[src/logic/fesq_cfg.svh]
/*
 * Constants of the flash erase/write host sequencer: command codes,
 * status bit positions, register offsets, fields and pin timing.
 * Assumes a 25 MHz clock; included by bare name from the cycle engine, the host and the bench top.
 */
// Summary of operation
// - Host masks out reserved bit 0
// - Host clears status after error before retry
// - Command 70H enters status mode; poll bit 7
// - Block erase is 20H then D0H in block
// - Chip erase is 30H then D0H
// - Byte write is 40H or 10H then data
// - Errors checked per write or per batch
// - FFH returns device to read array
`ifndef FESQ_CFG_SVH
`define FESQ_CFG_SVH

`define FESQ_CMD_STATUS   8'h70
`define FESQ_CMD_BERASE   8'h20
`define FESQ_CMD_CERASE   8'h30
`define FESQ_CMD_WRITE    8'h40
`define FESQ_CMD_WRITE2   8'h10
`define FESQ_CMD_CONFIRM  8'hd0
`define FESQ_CMD_ARRAY    8'hff
`define FESQ_CMD_CLEAR    8'h50
`define FESQ_CMD_IDENT    8'h90

`define FESQ_SR_READY     7
`define FESQ_SR_ERASE     5
`define FESQ_SR_WRITE     4
`define FESQ_SR_PROT      1
`define FESQ_SR_MASK      8'hfe
`define FESQ_SR_ERRS      8'h3a

`define FESQ_OFS_CTRL     8'h00
`define FESQ_OFS_ADDR     8'h04
`define FESQ_OFS_WDATA    8'h08
`define FESQ_OFS_GO       8'h0c
`define FESQ_OFS_STAT     8'h10
`define FESQ_OFS_ACCUM    8'h14

`define FESQ_OP_STATUS    3'h0
`define FESQ_OP_BERASE    3'h1
`define FESQ_OP_CERASE    3'h2
`define FESQ_OP_WRITE     3'h3
`define FESQ_OP_CLEAR     3'h4
`define FESQ_OP_ARRAY     3'h5
`define FESQ_OP_LOCKRD    3'h6
`define FESQ_OP_READ      3'h7

`define FESQ_CTRL_ALT     3
`define FESQ_CTRL_AUTOCLR 4
`define FESQ_CTRL_BOOTOPEN 5
`define FESQ_CTRL_PDOWN   6

`define FESQ_CLK_MHZ      25
`define FESQ_WE_NS        60
`define FESQ_RD_NS        120
`define FESQ_REC_NS       40
`define FESQ_NS2CYC(ns)   (((ns) * `FESQ_CLK_MHZ + 999) / 1000)

`endif

[src/logic/fesq_pkg.sv]
/*
 * Types of the flash erase/write host sequencer.
 * Assumes fesq_cfg.svh for the numbers; holds types only.
 */
package fesq_pkg;

    // One request to the pin cycle engine
    typedef struct packed {
        logic        we;
        logic [19:0] addr;
        logic [7:0]  data;
    } fesq_req_s;

    // Pin cycle phases
    typedef enum logic [2:0] {
        CYC_IDLE  = 3'b001,
        CYC_PULSE = 3'b010,
        CYC_REC   = 3'b100
    } fesq_cyc_e;

    // Sequencer steps
    typedef enum logic [9:0] {
        SQ_IDLE     = 10'h001,
        SQ_PRE_CMD  = 10'h002,
        SQ_PRE_POLL = 10'h004,
        SQ_SETUP    = 10'h008,
        SQ_CONFIRM  = 10'h010,
        SQ_POLL     = 10'h020,
        SQ_CLEAR    = 10'h040,
        SQ_EXIT     = 10'h080,
        SQ_ID_RD    = 10'h100,
        SQ_DONE     = 10'h200
    } fesq_seq_e;

endpackage : fesq_pkg

[src/logic/fesq_sync2.sv]
/*
 * Two-flop synchroniser for pins read back from the flash.
 * Assumes the bus is stable while sampled; only the second flop is read.
 */
`timescale 1ns/1ps
module fesq_sync2 #(
    parameter int W = 8
) (
    input  wire logic         clk_i,
    input  wire logic         rst_i,
    input  wire logic [W-1:0] d_i,
    output logic      [W-1:0] q_o
);
    logic [W-1:0] meta_q;

    // First stage feeds only the second
    always_ff @(posedge clk_i) begin
        if (rst_i) begin
            meta_q <= '0;
            q_o    <= '0;
        end else begin
            meta_q <= d_i;
            q_o    <= meta_q;
        end
    end
endmodule : fesq_sync2

[src/logic/fesq_flash_cycle.sv]
/*
 * Pin cycle engine: one asynchronous parallel read or write per request.
 * Assumes dq_i is already synchronised; one request outstanding at a time.
 */
`timescale 1ns/1ps
`include "fesq_cfg.svh"
module fesq_flash_cycle #(
    parameter int WE_CYC  = `FESQ_NS2CYC(`FESQ_WE_NS),
    parameter int RD_CYC  = `FESQ_NS2CYC(`FESQ_RD_NS),
    parameter int REC_CYC = `FESQ_NS2CYC(`FESQ_REC_NS)
) (
    input  wire logic               clk_i,
    input  wire logic               rst_i,
    input  wire logic               req_i,
    input  wire fesq_pkg::fesq_req_s req_i_s,
    input  wire logic [7:0]         dq_i,
    output logic                    done_o,
    output logic [7:0]              rdata_o,
    output logic [19:0]             addr_o,
    output logic [7:0]              dq_o,
    output logic                    dq_oe_o,
    output logic                    ce_n_o,
    output logic                    oe_n_o,
    output logic                    we_n_o
);
    import fesq_pkg::*;

    // Read wait covers the two synchroniser stages
    localparam logic [7:0] WE_LD  = 8'(WE_CYC - 1);
    localparam logic [7:0] RD_LD  = 8'(RD_CYC + 1);
    localparam logic [7:0] REC_LD = 8'(REC_CYC - 1);

    fesq_cyc_e  st_q;
    logic [7:0] cnt_q;
    logic       is_wr_q;

    // Strobe timing; data stays driven through recovery for hold
    always_ff @(posedge clk_i) begin
        if (rst_i) begin
            st_q    <= CYC_IDLE;
            cnt_q   <= 8'h00;
            is_wr_q <= 1'b0;
            done_o  <= 1'b0;
            rdata_o <= 8'h00;
            addr_o  <= 20'h00000;
            dq_o    <= 8'h00;
            dq_oe_o <= 1'b0;
            ce_n_o  <= 1'b1;
            oe_n_o  <= 1'b1;
            we_n_o  <= 1'b1;
        end else begin
            done_o <= 1'b0;
            case (st_q)
                CYC_IDLE: begin
                    if (req_i) begin
                        addr_o  <= req_i_s.addr;
                        dq_o    <= req_i_s.data;
                        is_wr_q <= req_i_s.we;
                        ce_n_o  <= 1'b0;
                        we_n_o  <= ~req_i_s.we;
                        oe_n_o  <= req_i_s.we;
                        dq_oe_o <= req_i_s.we;
                        cnt_q   <= req_i_s.we ? WE_LD : RD_LD;
                        st_q    <= CYC_PULSE;
                    end
                end
                CYC_PULSE: begin
                    if (cnt_q != 8'h00) begin
                        cnt_q <= cnt_q - 8'h01;
                    end else begin
                        if (!is_wr_q) begin
                            rdata_o <= dq_i;
                        end
                        ce_n_o <= 1'b1;
                        oe_n_o <= 1'b1;
                        we_n_o <= 1'b1;
                        cnt_q  <= REC_LD;
                        st_q   <= CYC_REC;
                    end
                end
                CYC_REC: begin
                    if (cnt_q != 8'h00) begin
                        cnt_q <= cnt_q - 8'h01;
                    end else begin
                        dq_oe_o <= 1'b0;
                        done_o  <= 1'b1;
                        st_q    <= CYC_IDLE;
                    end
                end
                default: st_q <= CYC_IDLE;
            endcase
        end
    end
endmodule : fesq_flash_cycle

[src/logic/fesq_host.sv]
/*
 * Flash erase/write host sequencer: Wishbone register slave plus the
 * command sequencer that drives the flash parallel pins.
 * Assumes a classic Wishbone master on the same clock; flash pins are
 * plain outputs, the data bus a split in/out/enable triple.
 */
// The implementer's own choices: the register offsets and the Wishbone interface to the registers.
`timescale 1ns/1ps
`include "fesq_cfg.svh"
module fesq_host (
    input  wire logic        clk_i,
    input  wire logic        rst_i,
    input  wire logic        wb_cyc_i,
    input  wire logic        wb_stb_i,
    input  wire logic        wb_we_i,
    input  wire logic [7:0]  wb_adr_i,
    input  wire logic [3:0]  wb_sel_i,
    input  wire logic [31:0] wb_dat_i,
    output logic      [31:0] wb_dat_o,
    output logic             wb_ack_o,
    output logic      [19:0] flash_addr_o,
    output logic      [7:0]  flash_dq_o,
    output logic             flash_dq_oe_o,
    input  wire logic [7:0]  flash_dq_i,
    output logic             flash_ce_n_o,
    output logic             flash_oe_n_o,
    output logic             flash_we_n_o,
    output logic             power_down_reset_pin_n_o,
    output logic             boot_lock_n_o
);
    import fesq_pkg::*;

    // Register state
    logic [6:0]  ctrl_q;
    logic [19:0] addr_q;
    logic [7:0]  wdata_q;
    logic [7:0]  status_q;
    logic [7:0]  rdata_q;
    logic [7:0]  accum_q;
    logic        done_q;
    logic        seqerr_q;
    logic        go_q;

    // Sequencer state
    fesq_seq_e   sq_q;
    fesq_seq_e   sq_d;
    logic [2:0]  op_q;
    logic        pend_q;
    logic        req_q;
    fesq_req_s   req_s_q;
    fesq_req_s   cur_s;
    logic        cyc_done;
    logic [7:0]  cyc_rdata;
    logic [7:0]  dq_sync;
    logic [7:0]  sr_in;
    logic        wb_hit;

    // Byte lane merge for a 32-bit word
    function automatic logic [31:0] lane_merge(
        input logic [31:0] old_v,
        input logic [31:0] new_v,
        input logic [3:0]  sel
    );
        logic [31:0] m;
        m = {{8{sel[3]}}, {8{sel[2]}}, {8{sel[1]}}, {8{sel[0]}}};
        return (old_v & ~m) | (new_v & m);
    endfunction : lane_merge

    // Setup code for an operation
    function automatic logic [7:0] setup_code(
        input logic [2:0] op,
        input logic       alt
    );
        case (op)
            `FESQ_OP_BERASE: setup_code = `FESQ_CMD_BERASE;
            `FESQ_OP_CERASE: setup_code = `FESQ_CMD_CERASE;
            `FESQ_OP_WRITE:  setup_code = alt ? `FESQ_CMD_WRITE2
                                              : `FESQ_CMD_WRITE;
            default:         setup_code = `FESQ_CMD_IDENT;
        endcase
    endfunction : setup_code

    // True when a polled status shows any error
    function automatic logic has_err(input logic [7:0] sr);
        return (sr & `FESQ_SR_ERRS) != 8'h00;
    endfunction : has_err

    // Read data crosses from the pins through two flops
    fesq_sync2 #(
        .W (8)
    ) u_sync (
        .clk_i (clk_i),
        .rst_i (rst_i),
        .d_i   (flash_dq_i),
        .q_o   (dq_sync)
    );

    fesq_flash_cycle u_cycle (
        .clk_i   (clk_i),
        .rst_i   (rst_i),
        .req_i   (req_q),
        .req_i_s (req_s_q),
        .dq_i    (dq_sync),
        .done_o  (cyc_done),
        .rdata_o (cyc_rdata),
        .addr_o  (flash_addr_o),
        .dq_o    (flash_dq_o),
        .dq_oe_o (flash_dq_oe_o),
        .ce_n_o  (flash_ce_n_o),
        .oe_n_o  (flash_oe_n_o),
        .we_n_o  (flash_we_n_o)
    );

    // Reserved bit dropped from every polled status
    assign sr_in  = cyc_rdata & `FESQ_SR_MASK;
    assign wb_hit = wb_cyc_i & wb_stb_i & ~wb_ack_o;

    // Wishbone answer one cycle after the strobe, dropped next cycle
    always_ff @(posedge clk_i) begin
        if (rst_i) begin
            wb_ack_o <= 1'b0;
            wb_dat_o <= 32'h00000000;
        end else begin
            wb_ack_o <= wb_hit;
            if (wb_hit && !wb_we_i) begin
                case (wb_adr_i)
                    `FESQ_OFS_CTRL:  wb_dat_o <= {25'h0, ctrl_q};
                    `FESQ_OFS_ADDR:  wb_dat_o <= {12'h0, addr_q};
                    `FESQ_OFS_WDATA: wb_dat_o <= {24'h0, wdata_q};
                    `FESQ_OFS_STAT:  wb_dat_o <= {6'h0, seqerr_q,
                                          has_err(accum_q), rdata_q,
                                          status_q, 6'h0, done_q,
                                          ~sq_q[0]};
                    `FESQ_OFS_ACCUM: wb_dat_o <= {24'h0, accum_q};
                    default:         wb_dat_o <= 32'h00000000;
                endcase
            end
        end
    end

    // Software writes; a start is taken only while idle
    always_ff @(posedge clk_i) begin
        if (rst_i) begin
            ctrl_q  <= 7'h00;
            addr_q  <= 20'h00000;
            wdata_q <= 8'h00;
            go_q    <= 1'b0;
        end else begin
            go_q <= 1'b0;
            if (wb_hit && wb_we_i) begin
                case (wb_adr_i)
                    `FESQ_OFS_CTRL: ctrl_q <= 7'(lane_merge(
                        {25'h0, ctrl_q}, wb_dat_i, wb_sel_i));
                    `FESQ_OFS_ADDR: addr_q <= 20'(lane_merge(
                        {12'h0, addr_q}, wb_dat_i, wb_sel_i));
                    `FESQ_OFS_WDATA: wdata_q <= 8'(lane_merge(
                        {24'h0, wdata_q}, wb_dat_i, wb_sel_i));
                    `FESQ_OFS_GO:   go_q <= sq_q[0] & wb_sel_i[0];
                    default:        go_q <= 1'b0;
                endcase
            end
        end
    end

    // Control pins held from flops; boot blocks locked unless opened
    always_ff @(posedge clk_i) begin
        if (rst_i) begin
            power_down_reset_pin_n_o <= 1'b0;
            boot_lock_n_o            <= 1'b0;
        end else begin
            power_down_reset_pin_n_o <= ~ctrl_q[`FESQ_CTRL_PDOWN];
            boot_lock_n_o <= ctrl_q[`FESQ_CTRL_BOOTOPEN];
        end
    end

    // Request for the current step
    always_comb begin
        cur_s = '{we: 1'b1, addr: addr_q, data: `FESQ_CMD_STATUS};
        case (sq_q)
            SQ_PRE_CMD:  cur_s.data = `FESQ_CMD_STATUS;
            SQ_PRE_POLL: cur_s.we = 1'b0;
            SQ_SETUP:    cur_s.data = setup_code(op_q,
                                          ctrl_q[`FESQ_CTRL_ALT]);
            SQ_CONFIRM:  cur_s.data = (op_q == `FESQ_OP_WRITE)
                                      ? wdata_q : `FESQ_CMD_CONFIRM;
            SQ_POLL:     cur_s.we = 1'b0;
            SQ_CLEAR:    cur_s.data = `FESQ_CMD_CLEAR;
            SQ_EXIT:     cur_s.data = `FESQ_CMD_ARRAY;
            SQ_ID_RD:    cur_s.we = 1'b0;
            default:     cur_s.we = 1'b1;
        endcase
    end

    // Next step: from idle on a start, from done at once, otherwise once the pin cycle of this one has ended, in a poll step only with ready set unless op is status
    always_comb begin
        sq_d = sq_q;
        case (sq_q)
            SQ_IDLE: begin
                if (go_q) begin
                    case (ctrl_q[2:0])
                        `FESQ_OP_CLEAR:  sq_d = SQ_CLEAR;
                        `FESQ_OP_ARRAY:  sq_d = SQ_EXIT;
                        `FESQ_OP_LOCKRD: sq_d = SQ_SETUP;
                        `FESQ_OP_READ:   sq_d = SQ_ID_RD;
                        default:         sq_d = SQ_PRE_CMD;
                    endcase
                end
            end
            SQ_PRE_CMD:  if (cyc_done) sq_d = SQ_PRE_POLL;
            SQ_PRE_POLL: begin
                if (cyc_done) begin
                    if (op_q == `FESQ_OP_STATUS) begin
                        sq_d = SQ_DONE;
                    end else if (cyc_rdata[`FESQ_SR_READY]) begin
                        sq_d = SQ_SETUP;
                    end
                end
            end
            SQ_SETUP: begin
                if (cyc_done) begin
                    sq_d = (op_q == `FESQ_OP_LOCKRD) ? SQ_ID_RD
                                                     : SQ_CONFIRM;
                end
            end
            SQ_CONFIRM:  if (cyc_done) sq_d = SQ_POLL;
            SQ_POLL: begin
                if (cyc_done && cyc_rdata[`FESQ_SR_READY]) begin
                    if (has_err(sr_in) && ctrl_q[`FESQ_CTRL_AUTOCLR]) begin
                        sq_d = SQ_CLEAR;
                    end else begin
                        sq_d = SQ_EXIT;
                    end
                end
            end
            SQ_CLEAR: begin
                if (cyc_done) begin
                    sq_d = (op_q == `FESQ_OP_CLEAR) ? SQ_DONE : SQ_EXIT;
                end
            end
            SQ_EXIT:     if (cyc_done) sq_d = SQ_DONE;
            SQ_ID_RD: begin
                if (cyc_done) begin
                    sq_d = (op_q == `FESQ_OP_LOCKRD) ? SQ_EXIT : SQ_DONE;
                end
            end
            SQ_DONE:     sq_d = SQ_IDLE;
            default:     sq_d = SQ_IDLE;
        endcase
    end

    // Step register and latched operation
    always_ff @(posedge clk_i) begin
        if (rst_i) begin
            sq_q <= SQ_IDLE;
            op_q <= `FESQ_OP_STATUS;
        end else begin
            sq_q <= sq_d;
            if (go_q) begin
                op_q <= ctrl_q[2:0];
            end
        end
    end

    // One pin cycle at a time, reissued while a poll step waits for ready; pend blocks a second issue
    always_ff @(posedge clk_i) begin
        if (rst_i) begin
            req_q   <= 1'b0;
            pend_q  <= 1'b0;
            req_s_q <= '0;
        end else begin
            req_q <= 1'b0;
            if (cyc_done) begin
                pend_q <= 1'b0;
            end else if (!pend_q && !sq_q[0] && !sq_q[9]) begin
                req_q   <= 1'b1;
                pend_q  <= 1'b1;
                req_s_q <= cur_s;
            end
        end
    end

    // Captured status and accumulated errors across operations
    always_ff @(posedge clk_i) begin
        if (rst_i) begin
            status_q <= 8'h00;
            accum_q  <= 8'h00;
            seqerr_q <= 1'b0;
        end else begin
            if (cyc_done && (sq_q == SQ_POLL || sq_q == SQ_PRE_POLL)) begin
                status_q <= sr_in;
                // Sequence error is both erase and write bits
                seqerr_q <= sr_in[`FESQ_SR_ERASE] &
                            sr_in[`FESQ_SR_WRITE];
            end
            if (cyc_done && sq_q == SQ_POLL) begin
                // Errors accumulated only from the poll after an operation
                accum_q <= accum_q |
                           (sr_in & `FESQ_SR_ERRS);
            end else if (cyc_done && sq_q == SQ_CLEAR) begin
                accum_q <= 8'h00;
            end
        end
    end

    // Read data and completion flag
    always_ff @(posedge clk_i) begin
        if (rst_i) begin
            rdata_q <= 8'h00;
            done_q  <= 1'b0;
        end else begin
            if (cyc_done && sq_q == SQ_ID_RD) begin
                rdata_q <= cyc_rdata;
            end
            // Completion wins over the clear by a new start
            if (sq_q == SQ_DONE) begin
                done_q <= 1'b1;
            end else if (go_q) begin
                done_q <= 1'b0;
            end
        end
    end

endmodule : fesq_host

[config.mk]
export PLATFORM = sky130hd
export DESIGN_NAME = fesq_host
export DESIGN_NICKNAME = d
export VERILOG_FILES = /design/src/logic/fesq_pkg.sv /design/src/logic/fesq_sync2.sv /design/src/logic/fesq_flash_cycle.sv /design/src/logic/fesq_host.sv
export VERILOG_INCLUDE_DIRS = /design/src /design/src/logic
export SDC_FILE = /design/constraint.sdc
export NUM_CORES = 1
export LEC_CHECK = 0
export BUFFER_PORTS_ARGS = -buffer_cell sky130_fd_sc_hd__buf_4
export CORE_MARGIN = 8
export CORE_UTILIZATION = 35
export DETAILED_ROUTE_END_ITERATION = 10
export GPL_ROUTABILITY_DRIVEN = 0
export SLEW_MARGIN = 40
export SYNTH_ARGS = -nofsm -noshare
export SYNTH_HDL_FRONTEND = slang
export SYNTH_HIERARCHICAL = 1
export SYNTH_SLANG_ARGS = --single-unit
[constraint.sdc]
create_clock -name clk_i -period 2.8 [get_ports clk_i]
set_input_delay 0.28 -clock clk_i [delete_from_list [all_inputs] [get_ports clk_i]]
set_output_delay 0.28 -clock clk_i [all_outputs]
set_load 0.01 [all_outputs]
Word level (Yosys, flattened, before mapping)
Cells that the tools add are included.
{ "word_totals": {"regBits": 209, "inputBits": 57, "out_inout_bits": 67, "elab_cells": 185} }
{ "op_classes": {"bitwise": 23, "mux": 47, "add_sub_neg": 1, "n_eq_ne": 41, "reduce_logical": 40} }
{ "ops": {"columns": ["cell", "n"], "rows": [
  ["two-way mux 10 bit", 13],
  ["one-hot mux 26 bit (5 select lines)", 1],
  ["one-hot mux 10 bit (9 select lines)", 1],
  ["two-way mux 8 bit", 7],
  ["one-hot mux 8 bit (3 select lines)", 2],
  ["bitwise AND 20 bit", 2],
  ["one-hot mux 9 bit (4 select lines)", 1],
  ["one-hot mux 8 bit (4 select lines)", 1],
  ["nonzero test 8 bit", 3],
  ["equality test 3 bit, second input constant", 7],
  ["inverter 20 bit", 1],
  ["bitwise OR 20 bit", 1],
  ["equality test 8 x 4 -> 1 bit, second input constant", 2],
  ["equality test 8 x 5 -> 1 bit, second input constant", 2],
  ["!= test 2 x 1 -> 1 bit, second input constant", 8],
  ["AND reduction 3 bit", 5],
  ["two-way mux 3 bit", 4],
  ["equality test 10 x 1 -> 1 bit, second input constant", 1],
  ["equality test 10 bit, second input constant", 1],
  ["equality test 10 x 2 -> 1 bit, second input constant", 1],
  ["equality test 10 x 3 -> 1 bit, second input constant", 1],
  ["equality test 10 x 4 -> 1 bit, second input constant", 1],
  ["equality test 10 x 5 -> 1 bit, second input constant", 1],
  ["equality test 10 x 6 -> 1 bit, second input constant", 1],
  ["32 further kinds", 84]
]} }

Longest topological paths before layout
Gate-level depths: netlist of the first run.
{ "depth": {"ltp_word": 5, "depth_mapped": 9, "mapped_depth_nobuf": 6} }

Hierarchy
The synthesis of the first run kept the hierarchy.
{ "modules_own_cells": {"columns": ["module", "instances", "cells_each", "area_per_inst_um2", "seq_area_each_um2"], "rows": [
  ["fesq_host", 1, 674, 5754.3, 2602.5],
  ["fesq_flash_cycle", 1, 246, 2133.3, 1061.0],
  ["fesq_sync2", 1, 33, 464.2, 320.3]
]} }

Least setup slack after synthesis of the first run
Ideal clock, no wire load.
{ "synth_timing": {"path_kind": "register to register", "startpoint": "register sq_q[0]", "endpoint": "register req_s_q[6] (netlist bit)", "synth_period_minus_slack_ps": 1756, "path_stages_with_launch": 8, "t_required_ps": 2666, "slack_ps": 1044, "path_buffers": 1, "t_arrival_ps": 1621, "setup_time_ps": 134, "cell_sequence": "dfxtp_1 buf_4 nor4b_2 nand3_1 o31a_1 or3_1 nor2_1 a211oi_1"} }
{ "synth_between": {"elab_chain_len": 4, "word_cells_on_any_way": 9, "classes_between": "eq/ne: 4; mux: 1; reduce/logical: 4"} }
{ "synth_rtl": {"columns": ["element", "line", "source"], "rows": [
  ["start: declaration", "fesq_host.sv:45", "fesq_seq_e sq_q;"],
  ["start signal: assignment", "fesq_host.sv:257", "sq_q <= sq_d;"],
  ["branches (longest 4 deep; another with equality test 10 x 8 -> 1 bit)", null, null],
  ["end signal: assignment", "fesq_host.sv:277", "req_s_q <= cur_s;"],
  ["end: declaration", "fesq_host.sv:50", "fesq_req_s req_s_q;"]
]} }
Several ways; the timed one is not identified.
A chain may end at the register's enable or synchronous reset.

Final worst setup path of the first run
{ "layout_timing": {"startpoint": "register u_cycle.cnt_q[0]", "endpoint": "register u_cycle.rdata_o[0]"} }
{ "layout_between": {"elab_chain_len": 3} }
{ "layout_rtl": {"columns": ["element", "line", "source"], "rows": [
  ["start: declaration", "fesq_flash_cycle.sv:34", "logic [7:0] cnt_q;"],
  ["start signal: assignment", "fesq_flash_cycle.sv:63", "cnt_q <= req_i_s.we ? WE_LD : RD_LD;"],
  ["start signal: assignment", "fesq_flash_cycle.sv:69", "cnt_q <= cnt_q - 8'h01;"],
  ["start signal: assignment", "fesq_flash_cycle.sv:83", "cnt_q <= cnt_q - 8'h01;"],
  ["nonzero test 8 bit", "fesq_flash_cycle.sv:68", "if (cnt_q != 8'h00) begin"],
  ["inverter 1 bit (no source line)", null, null],
  ["AND reduction 3 bit (no source line)", null, null],
  ["end signal: assignment", "fesq_flash_cycle.sv:72", "rdata_o <= dq_i;"],
  ["end: declaration", "fesq_flash_cycle.sv:18", "output logic [7:0] rdata_o,"]
]} }
Every way passes these cells.

==> results of run 1 <==
## synth_stat cells, types with 10 or more instances
master      n
dfxtp_1   199
nand2_1   151
nor2_1    106
a21oi_1   104
mux2i_1    50
clkbuf_1   38
nand3_1    31
a22oi_1    20
buf_2      15
o21ai_0    14
a22o_1     13
inv_1      13
nor3_1     11
buf_4      10
nor2b_1    10
## power groups by stage
stage | clock network [µW] | logic, µW | registers (µW)
after global placement | 0 | 725 | 3040
after detailed placement | 0 | 731 | 3040
after global routing | 2530 | 808 | 2990
after floorplan | 0 | 569 | 3000
after CTS | 2410 | 734 | 2970
final | 2350 | 734 | 2980
## layout by cell type, fill, tap and decap left out, types with 4 or more instances in the layout
master,count
o2bb2ai_1,4
dfxtp_1,199
a22oi_1,20
nor3_1,11
nor2b_1,10
a221oi_1,5
nand2b_1,9
nand4_1,6
inv_1,13
inv_6,4
and2b_2,6
nand3_1,31
a31oi_1,4
nor2_1,106
o21ai_1,8
buf_4,119
a21oi_1,104
a211oi_1,4
conb_1,6
a22o_1,13
a311oi_1,4
mux2i_1,50
o21ai_0,14
and3_1,6
a21o_1,6
or3_1,4
nand2_1,151
nor2b_2,7
clkbuf_16,17
## registers in the layout (all words and copies together), names as in the netlist, 10 cells and up
signal	cells
u_cycle/addr_o	20
sq_q	10
wb_dat_o	26
req_s_q	29
addr_q	20
## worst min path at each step
stage | start | endpoint | slack [ns] | depth (start not counted)
2_1_floorplan | flash_dq_i[3] | u_sync/meta_q[3] | 0.41 | 1
3_3_place_gp | u_sync/meta_q[6] | u_sync/q_o[6] | 0.43 | 1
3_5_place_dp | u_sync/meta_q[6] | u_sync/q_o[6] | 0.43 | 1
4_1_cts | flash_dq_i[5] | u_sync/meta_q[5] | 0.04 | 2
5_1_grt | flash_dq_i[3] | u_sync/meta_q[3] | 0.04 | 2
6_report | flash_dq_i[6] | u_sync/meta_q[6] | 0.06 | 2
## metrics by stage
stage | setup WS, ns | power, µW | hold WS, ns | cell area [µm²] | cells
finish | 0.576 | 6060 | 0.0570 | 9920 | 1359
global route | 0.383 | 6320 | 0.0357 | 9920 | 1359
CTS | 0.619 | 6120 | 0.0393 | 9910 | 1359
detailed placement | 0.573 | 3770 | 0.429 | 9350 | 1328
global placement | 0.597 | 3760 | 0.427 | 9350 | 1328
floorplan | 1.04 | 3570 | 0.409 | 8370 | 958
## cell type report
class,instances,area (µm²),share of cell area [%]
Sequential cell,199,3980,40.2
Clock buffer,19,453,4.57
Tap cell,319,399,4.02
Clock inverter,12,110,1.11
Multi-Input combinational cell,676,4000,40.3
Timing Repair Buffer,121,925,9.32
Inverter,13,48.8,0.492
## critical path, delay by kind of cell, from the launching register on
| family | cells | cell delay (ns) |
|---|---|---|
| simple gates | 3 | 1.23 |
| flops | 1 | 0.34 |
| mux | 1 | 0.27 |
| fa+ha+maj | 1 | 0.16 |
| buf+inv | 1 | 0.11 |
## logic make-up (layout without fill, tap and decap cells)
logic type,count (synthesis),in the layout
compound gates,217,217
xor+xnor,5,5
fa+ha+maj,2,2
buf+inv,83,165
flops,199,199
mux,51,51
other cells,1,6
simple gates,395,395
## routing by layer
metal	global-route usage [%]	wire length, µm	vias to the layer above
li1	-	-	3465
met1	20.1	10800	3274
met2	24.5	10300	120
met3	3.80	866	12
met4	3.89	164	0
met5	0	0	-
==> flow_summary.yaml, run 1 <==
critical_path:
  rr_endpoint: "u_cycle/rdata_o[0]"
  cp.required_ns: 3.12
  reg2regPathDepth: 6
  crit_slowest_cell: "and4b_1"
  path_cells: "inv_1 > ha_1 > nor4b_4 > and4b_1 > mux2i_1 > nor2_1"
  path_max_fanout: 9
  crit_start: "u_cycle/cnt_q[0]"
  cpPeakStageDelay_ns: 0.69
  crit_path_end_kind: "register"
  critPathArrivalTime_ns: 2.54
  critPathKind: "register to register"
  critPathLaunchType: "register"
  crit_path_end: "u_cycle/rdata_o[0]"
  rr_startpoint: "u_cycle/cnt_q[0]"
  ff2ff_setup_slack_ns: 0.58
cts:
  tritoncts: "yes"
  cts-resized-gates: 0
  post_cts_buffers: 0
  clk_pin_slew_ns: 0.07
  htreeDepth: 4
  cts.path.max_buffers: 2
  cts_root_buf: "clkbuf_16"
  cts_hold_buf: 0
  insertion_delay_ns: 0.43
  cts_buffers: 17
  cts.sinks: 199
yosys:
  synth_area_leaders: "dfxtp_1, nand2_1, a21oi_1"
  yosysWarnings: 6
  syn_area_um2: 8350
  synth_cell_types: 88
  synth-xor-area-share_pct: 0.524
  synth_mux_area_share_pct: 6.13
  synth_compound_area_share_pct: 17.0
  synthArstFlopShare_pct: 0
  ys_seq_area_share_pct: 47.7
  synth.top_cell.area_share_pct: 47.7
  synth_fa_ha_area_share_pct: 0.300
  synth_top_family_by_area: "simple AND/OR/NAND/NOR gates"
  synthFlopType: "dfxtp_1"
  ys_ff_latch: 199
  synth_area_leader_cell: "dfxtp_1"
  synth_area_per_cell_um2: 8.76
  synth_simple_gate_area_share_pct: 23.6
  synth_edf_count: 0
  syn_inst: 953
detailed_routing:
  wl_um: 22100
  drtPass1Iterations: 4
  wl_per_cell_um: 16.3
  drt_iter0_markers: 460
  ant_nets: 0
  drc: 0
  route.vias.total: 6871
  viasPerCell: 5.06
power:
  internal-power_uw: 4400
  ir_drop_v: 0.000290
  switching_power_uw: 1650
  pwr-share-seq_pct: 49.2
  pwr-share-clk_pct: 38.7
  powerDensity_nw_per_um2: 610
  swShare_pct: 27.3
  p_leak_uw: 0.00372
  p_comb_share_pct: 12.1
sta:
  fin_crit_sh_pct: 79.4
  hold_viol_final: 0
  period_needed_ns: 2.22
  relSlewSlack_pct: 54.6
  rsz0062_at_grt: "false"
  maxSlewViolCount: 0
  skew_ns: 0.00925
  setup_tns_ns: 0
  fmax_mhz: 450
  worst_pin_slew_ns: 0.681
  setup_viol: 0
placed_design:
  io_buffers: 104
  dp_hpwl_um: 15900
finish:
  layout-drive-gt1-share_pct: 18.6
  fin_util_pct: 42.3
  syn2layout_area_growth_pct: 18.8
  final_net_count: 1087
  diodes: 0
  fillers: 2367
global_routing:
  track_usage_pct: 15.2
  antenna_found_initial: 0
  grt_pass1_wl_um: 35600
  grt_pass1_vias: 6620
  grt_max_degree: 87
  gr-total-overflow: 0
die:
  die_h_um: 170
  rows: 56
  start_util_pct: 35.6
  ioPinCount: 124
  core_um2: 23500
  dieArea_um2: 29100
  fp.dieW_um: 170
status:
  status: "completed"
run:
  max_cap_viol_count: 0
hold_path:
  hold_path_class: "input pin to register"
(Power assumes the default switching activity.)
==> inputs of run 2 (changes only) <==
--- a/config.mk
+++ b/config.mk
@@ -6,6 +6,7 @@
 export SDC_FILE = /design/constraint.sdc
 export NUM_CORES = 1
 export LEC_CHECK = 0
+export ABC_AREA = 1
 export BUFFER_PORTS_ARGS = -buffer_cell sky130_fd_sc_hd__buf_4
 export CORE_MARGIN = 8
 export CORE_UTILIZATION = 35
==> constraint.sdc (replaced) <==
create_clock -name clk_i -period 2 [get_ports clk_i]
set_input_delay 0.2 -clock clk_i [delete_from_list [all_inputs] [get_ports clk_i]]
set_output_delay 0.2 -clock clk_i [all_outputs]
set_load 0.01 [all_outputs]
==> run 2 against run 1 <==
  * Synthesized cell count increased by 18%
  * Cell area rose by 2.4%
  * Combinational power rose to 3.2 times the previous value
  * Sequential share of layout area down 0.93 points
  * Global-route usage up 0.66 points
  * Count of clock-buffer cells in the layout unchanged
  * Power rose by 71%
  * Fmax rose by 24%
  * Largest power group unchanged
==> flow_summary.yaml, run 2 <==
yosys:
  synth_edf_count: 0
  yosysWarnings: 6
  yosysMostFrequentCell: "nor2_1"
  synth_mux_area_share_pct: 0
  synth.top_cell.area_share_pct: 48.2
  synth_top_family_by_area: "simple AND/OR/NAND/NOR gates"
  ys_seq_area_share_pct: 48.2
  synth_simple_gate_area_share_pct: 27.7
  synth_commonest_cells: "nor2_1, dfxtp_1, nand2_1"
  syn_inst: 1125
  synth_cell_types: 43
  synthArstFlopShare_pct: 0
  synth_fa_ha_area_share_pct: 0.303
  syn_area_um2: 8260
  synth_compound_area_share_pct: 15.4
  synth_area_leaders: "dfxtp_1, nor2_1, nand2_1"
  ys_ff_latch: 199
  synth_area_per_cell_um2: 7.35
  synth_area_leader_cell: "dfxtp_1"
  synthFlopType: "dfxtp_1"
  synth-xor-area-share_pct: 0.106
power:
  internal-power_uw: 7000
  swShare_pct: 32.5
  pwr-share-seq_pct: 43.4
  pwr-share-clk_pct: 33.7
  ir_drop_v: 0.000578
  p_comb_share_pct: 22.9
  switching_power_uw: 3370
  powerDensity_nw_per_um2: 1020
  p_leak_uw: 0.00436
die:
  dieArea_um2: 28800
  start_util_pct: 35.4
  fp.dieW_um: 170
  die_h_um: 170
  rows: 56
  ioPinCount: 124
  core_um2: 23300
critical_path:
  rr_startpoint: "sq_q[9]"
  critPathLaunchType: "register"
  crit_slowest_cell: "dfxtp_1"
  path_cells: "nor2_4 > nand2_4 > nor2_1 > buf_4 > nor3_1 > nand2_1 > nand2_1 > nor2_1"
  path_max_fanout: 9
  crit_start: "sq_q[9]"
  crit_path_end_kind: "register"
  cpLargestDelayFamily: "simple AND/OR/NAND/NOR gates"
  crit_buf_inv: 1
  critPathArrivalTime_ns: 2.10
  critPathKind: "register to register"
  cpPeakStageDelay_ns: 0.52
  cp.required_ns: 2.32
sta:
  setup_viol: 0
  rsz0062_at_grt: "false"
  hold_viol_final: 0
  fin_crit_sh_pct: 89.4
  setup_tns_ns: 0
  period_needed_ns: 1.79
  maxSlewViolCount: 0
  skew_ns: 0.0160
  fmax_mhz: 559
cts:
  cts.sinks: 199
  insertion_delay_ns: 0.43
  cts_root_buf: "clkbuf_16"
  post_cts_buffers: 0
  clk_pin_slew_ns: 0.07
  tritoncts: "yes"
  cts_buffers: 17
  htreeDepth: 4
  cts-resized-gates: 0
  cts_hold_buf: 11
  cts.path.max_buffers: 2
detailed_routing:
  wl_per_cell_um: 14.5
  drt_iter0_markers: 580
  wl_um: 22700
  viasPerCell: 4.72
  ant_nets: 0
  route.vias.total: 7420
  drtPass1Iterations: 5
  drc: 0
hold_path:
  hold_path_class: "input pin to register"
  min-delay-start: "wb_dat_i[2]"
finish:
  diodes: 0
  final_cell_mix: "nor2_1, dfxtp_1, nand2_1"
  seqCellArea_um2: 3980
  layout-drive-gt1-share_pct: 16.9
  final_common_cell: "nor2_1"
  largest_register_ff_count: 29
  top_regs: "req_s_q: 29 flops, wb_dat_o: 26 flops"
  final_net_count: 1298
  fillers: 2421
  syn2layout_area_growth_pct: 22.9
  top_register: "req_s_q"
  fin_util_pct: 43.5
  multiInputGateArea_um2: 3630
run:
  max_cap_viol_count: 0
global_routing:
  grt_pass1_wl_um: 36600
  antenna_found_initial: 0
  track_usage_pct: 15.9
  grt_pass1_vias: 6866
  grt_max_degree: 73
  gr-total-overflow: 0
placed_design:
  dp_hpwl_um: 16600
  io_buffers: 104
status:
  status: "completed"
==> run 2: power groups by stage <==
stage,sequential [µW],clock (µW),combinational [µW]
after floorplan,4580,0,1690
after global placement,4590,0,2330
after detailed placement,4590,0,2340
after CTS,4500,3580,2380
after global routing,4540,3750,2710
final,4500,3490,2370
==> run 2: through the flow <==
stage	area, µm²	cells	worst slack (ns)	total power (µW)	hold WS (ns)
6_report	10200	1571	0.212	10400	0.0202
5_1_grt	10200	1571	0.0434	11000	0.00584
4_1_cts	10200	1571	0.252	10500	0.00598
3_5_place_dp	9440	1528	0.204	6930	0.397
3_3_place_gp	9440	1528	0.233	6910	0.393
2_1_floorplan	8280	1130	0.501	6270	0.284
==> run 2: cell type report <==
class	count	area share, %
Clock buffer	19	4.46
Clock inverter	13	1.49
Inverter	116	4.29
Multi-Input combinational cell	766	35.7
Sequential cell	199	39.2
Tap cell	319	3.93
Timing Repair Buffer	139	10.9
==> run 2: logic make-up (layout without fill, tap and decap cells) <==
kind of cell	Yosys count	in the layout
DFF	199	199
adders and majority gates	2	2
AOI/OAI and AO/OA	246	246
and+or+nand+nor	511	511
other	1	6
buffers and inverters	165	287
xor gates and xnor gates	1	1
==> run 2: worst reg2reg max path, cell delays in order, from the launching register on <==
cell     delay (ns)
dfxtp_1        0.52
nor2_4         0.13
nand2_4        0.11
nor2_1         0.07
buf_4          0.15
nor3_1         0.38
nand2_1        0.13
nand2_1        0.13
nor2_1         0.06
==> run 2: final timing paths <==
| kind | to | slack [ns] | cells past startpoint |
|---|---|---|---|
| min reg2reg | u_sync/q_o[5] | 0.40 | 2 |
| max | sq_q[7] | 0.21 | 8 |
| min | ctrl_q[2] | 0.02 | 3 |
| max reg2reg | sq_q[7] | 0.21 | 8 |
==> run 2: routing by layer <==
layer | share of wire [%] | global-route usage [%] | vias up | wire length (µm)
met5 | 0 | 0 | - | 0
met4 | 0.96 | 4.54 | 0 | 217
met3 | 6.4 | 3.81 | 10 | 1460
met2 | 41 | 22.4 | 203 | 9290
met1 | 52 | 23.4 | 3357 | 11700
li1 | - | - | 3850 | -
==> inputs of run 3 (changes only) <==
--- a/config.mk
+++ b/config.mk
@@ -7,11 +7,14 @@
 export NUM_CORES = 1
 export LEC_CHECK = 0
 export ABC_AREA = 1
-export BUFFER_PORTS_ARGS = -buffer_cell sky130_fd_sc_hd__buf_4
+export CELL_PAD_IN_SITES_DETAIL_PLACEMENT = 1
+export CELL_PAD_IN_SITES_GLOBAL_PLACEMENT = 2
 export CORE_MARGIN = 8
-export CORE_UTILIZATION = 35
+export CORE_UTILIZATION = 32
 export DETAILED_ROUTE_END_ITERATION = 10
+export DONT_BUFFER_PORTS = 1
 export GPL_ROUTABILITY_DRIVEN = 0
+export PLACE_DENSITY_LB_ADDON = 0.1
 export SLEW_MARGIN = 40
 export SYNTH_ARGS = -nofsm -noshare
 export SYNTH_HDL_FRONTEND = slang
==> run 3 against run 2 <==
  * First-iteration DRC count is 50% lower
  * Final cell count fell by 3.6%
  * Count of clock-buffer cells in the layout shrank 2
  * Power up 2.2%
  * Sequential cell count unchanged
  * Critical path depth is 4 higher
  * Hold slack worse by 0.0053 ns
  * Routed wire length rose by 20%
  * Sequential power is 1% higher
  * Largest cell class unchanged
  * Highest routed layer unchanged
==> flow_summary.yaml, run 3 (synthesis gave the netlist of run 2 again) <==
status:
  status: "completed"
critical_path:
  path_cells: "inv_1 > nand2_1 > nor2_1 > nand2_1 > nand2_1 > nand2_1 > nand2_2 > nor2_8 > nand2_8 > nand2_1 > nand2_1 > nor2_1"
  crit_buf_inv: 1
  crit_path_end_kind: "register"
  cpPeakStageDelay_ns: 0.50
  crit_slowest_cell: "dfxtp_1"
  critPathLaunchType: "register"
  path_max_fanout: 10
  critPathArrivalTime_ns: 2.20
  cpLargestDelayFamily: "simple AND/OR/NAND/NOR gates"
  crit_path_frequent_cell: "nand2_1"
  critPathKind: "register to register"
  cp.required_ns: 2.38
hold_path:
  hold_path_class: "input pin to register"
placed_design:
  dp_hpwl_um: 20000
  io_buffers: 0
  dp_slack_ns: 0.157
cts:
  post_cts_buffers: 0
  tritoncts: "yes"
  cts.sinks: 199
  cts_root_buf: "clkbuf_16"
  htreeDepth: 4
  insertion_delay_ns: 0.45
  cts_buffers: 17
  cts.path.max_buffers: 2
  clk_pin_slew_ns: 0.09
finish:
  final_common_cell: "nor2_1"
  fillers: 3168
  multiInputGateArea_um2: 3630
  largest_register_ff_count: 29
  final_cell_mix: "nor2_1, dfxtp_1, nand2_1"
  layout-drive-gt1-share_pct: 10.1
  diodes: 0
  syn2layout_area_growth_pct: 17.7
  final_net_count: 1225
  seqCellArea_um2: 3980
  top_register: "req_s_q"
  top_regs: "req_s_q: 29 flops, wb_dat_o: 26 flops"
global_routing:
  grt_max_degree: 72
  grt_pass1_vias: 7489
  gr-total-overflow: 0
  grt_pass1_wl_um: 43200
  antenna_found_initial: 0
  track_usage_pct: 17.7
die:
  start_util_pct: 32.2
  ioPinCount: 124
  dieArea_um2: 31200
  die_h_um: 177
  rows: 59
  fp.dieW_um: 177
  core_um2: 25700
sta:
  fin_crit_sh_pct: 90.7
  worst_pin_slew_ns: 0.567
  setup_viol: 0
  fmax_mhz: 551
  skew_ns: 0.0158
  setup_tns_ns: 0
  rsz0062_at_grt: "false"
  maxSlewViolCount: 0
  hold_viol_final: 0
  setup_slack_ns: 0.186
  relSlewSlack_pct: 62.2
  period_needed_ns: 1.81
run:
  max_cap_viol_count: 0
detailed_routing:
  wl_per_cell_um: 18.0
  drt_iter0_markers: 289
  drc: 0
  drtPass1Iterations: 4
  viasPerCell: 4.82
  ant_nets: 0
  route.vias.total: 7296
  wl_um: 27300
power:
  p_leak_uw: 0.00397
  ir_drop_v: 0.000442
  powerDensity_nw_per_um2: 1090
-- run 3: cell type report --
class / instances / share of cell area (%)
Clock buffer: 17 / 4.37
Clock inverter: 15 / 2.29
Inverter: 116 / 4.48
Multi-Input combinational cell: 766 / 37.3
Sequential cell: 199 / 41.0
Tap cell: 335 / 4.31
Timing Repair Buffer: 66 / 6.28
-- run 3: worst paths after layout --
check | from | to | slack, ns | cells past startpoint
max | sq_q[9] | sq_q[1] | 0.19 | 12
min | rst_i | sq_q[2] | 0.01 | 3
max reg2reg | sq_q[9] | sq_q[1] | 0.19 | 12
min reg2reg | u_sync/meta_q[7] | u_sync/q_o[7] | 0.41 | 2
-- run 3: routing by layer --
layer,part of all wire [%],GRT usage [%]
met1,47,23.2
met4,1.4,4.66
met2,47,28.8
met3,4.7,4.25
met5,0,0
-- run 3: where the power goes --
| group | internal (µW) | switching [µW] |
|---|---|---|
| combinational | 751 | 1510 |
| clock | 1780 | 1980 |
| sequential | 4290 | 277 |
-- run 3: repair_timing --
item                                   CTS  global route
setup endpoints to repair                0             5
hold buffers                            34             0
gates resized for setup                  0             2
endpoints found under the hold margin  113             0
-- run 3: stage by stage --
stage | instances | hold slack (ns) | utilization, % | instance area, µm² | total power, µW
5_1_grt | 1514 | 0.0152 | 37.9 | 9730 | 11200
3_3_place_gp | 1448 | 0.279 | 33.9 | 8720 | 6830
2_1_floorplan | 1130 | 0.284 | - | 8280 | 6270
4_1_cts | 1514 | 0.0132 | 37.8 | 9720 | 10800
3_5_place_dp | 1448 | 0.280 | 33.9 | 8720 | 6850
6_report | 1514 | 0.0149 | 37.9 | 9730 | 10600
-- run 3: worst min-delay path: stages --
cell     delay (ns)
inv_2          0.09
nand2_1        0.09
nor2_1         0.03
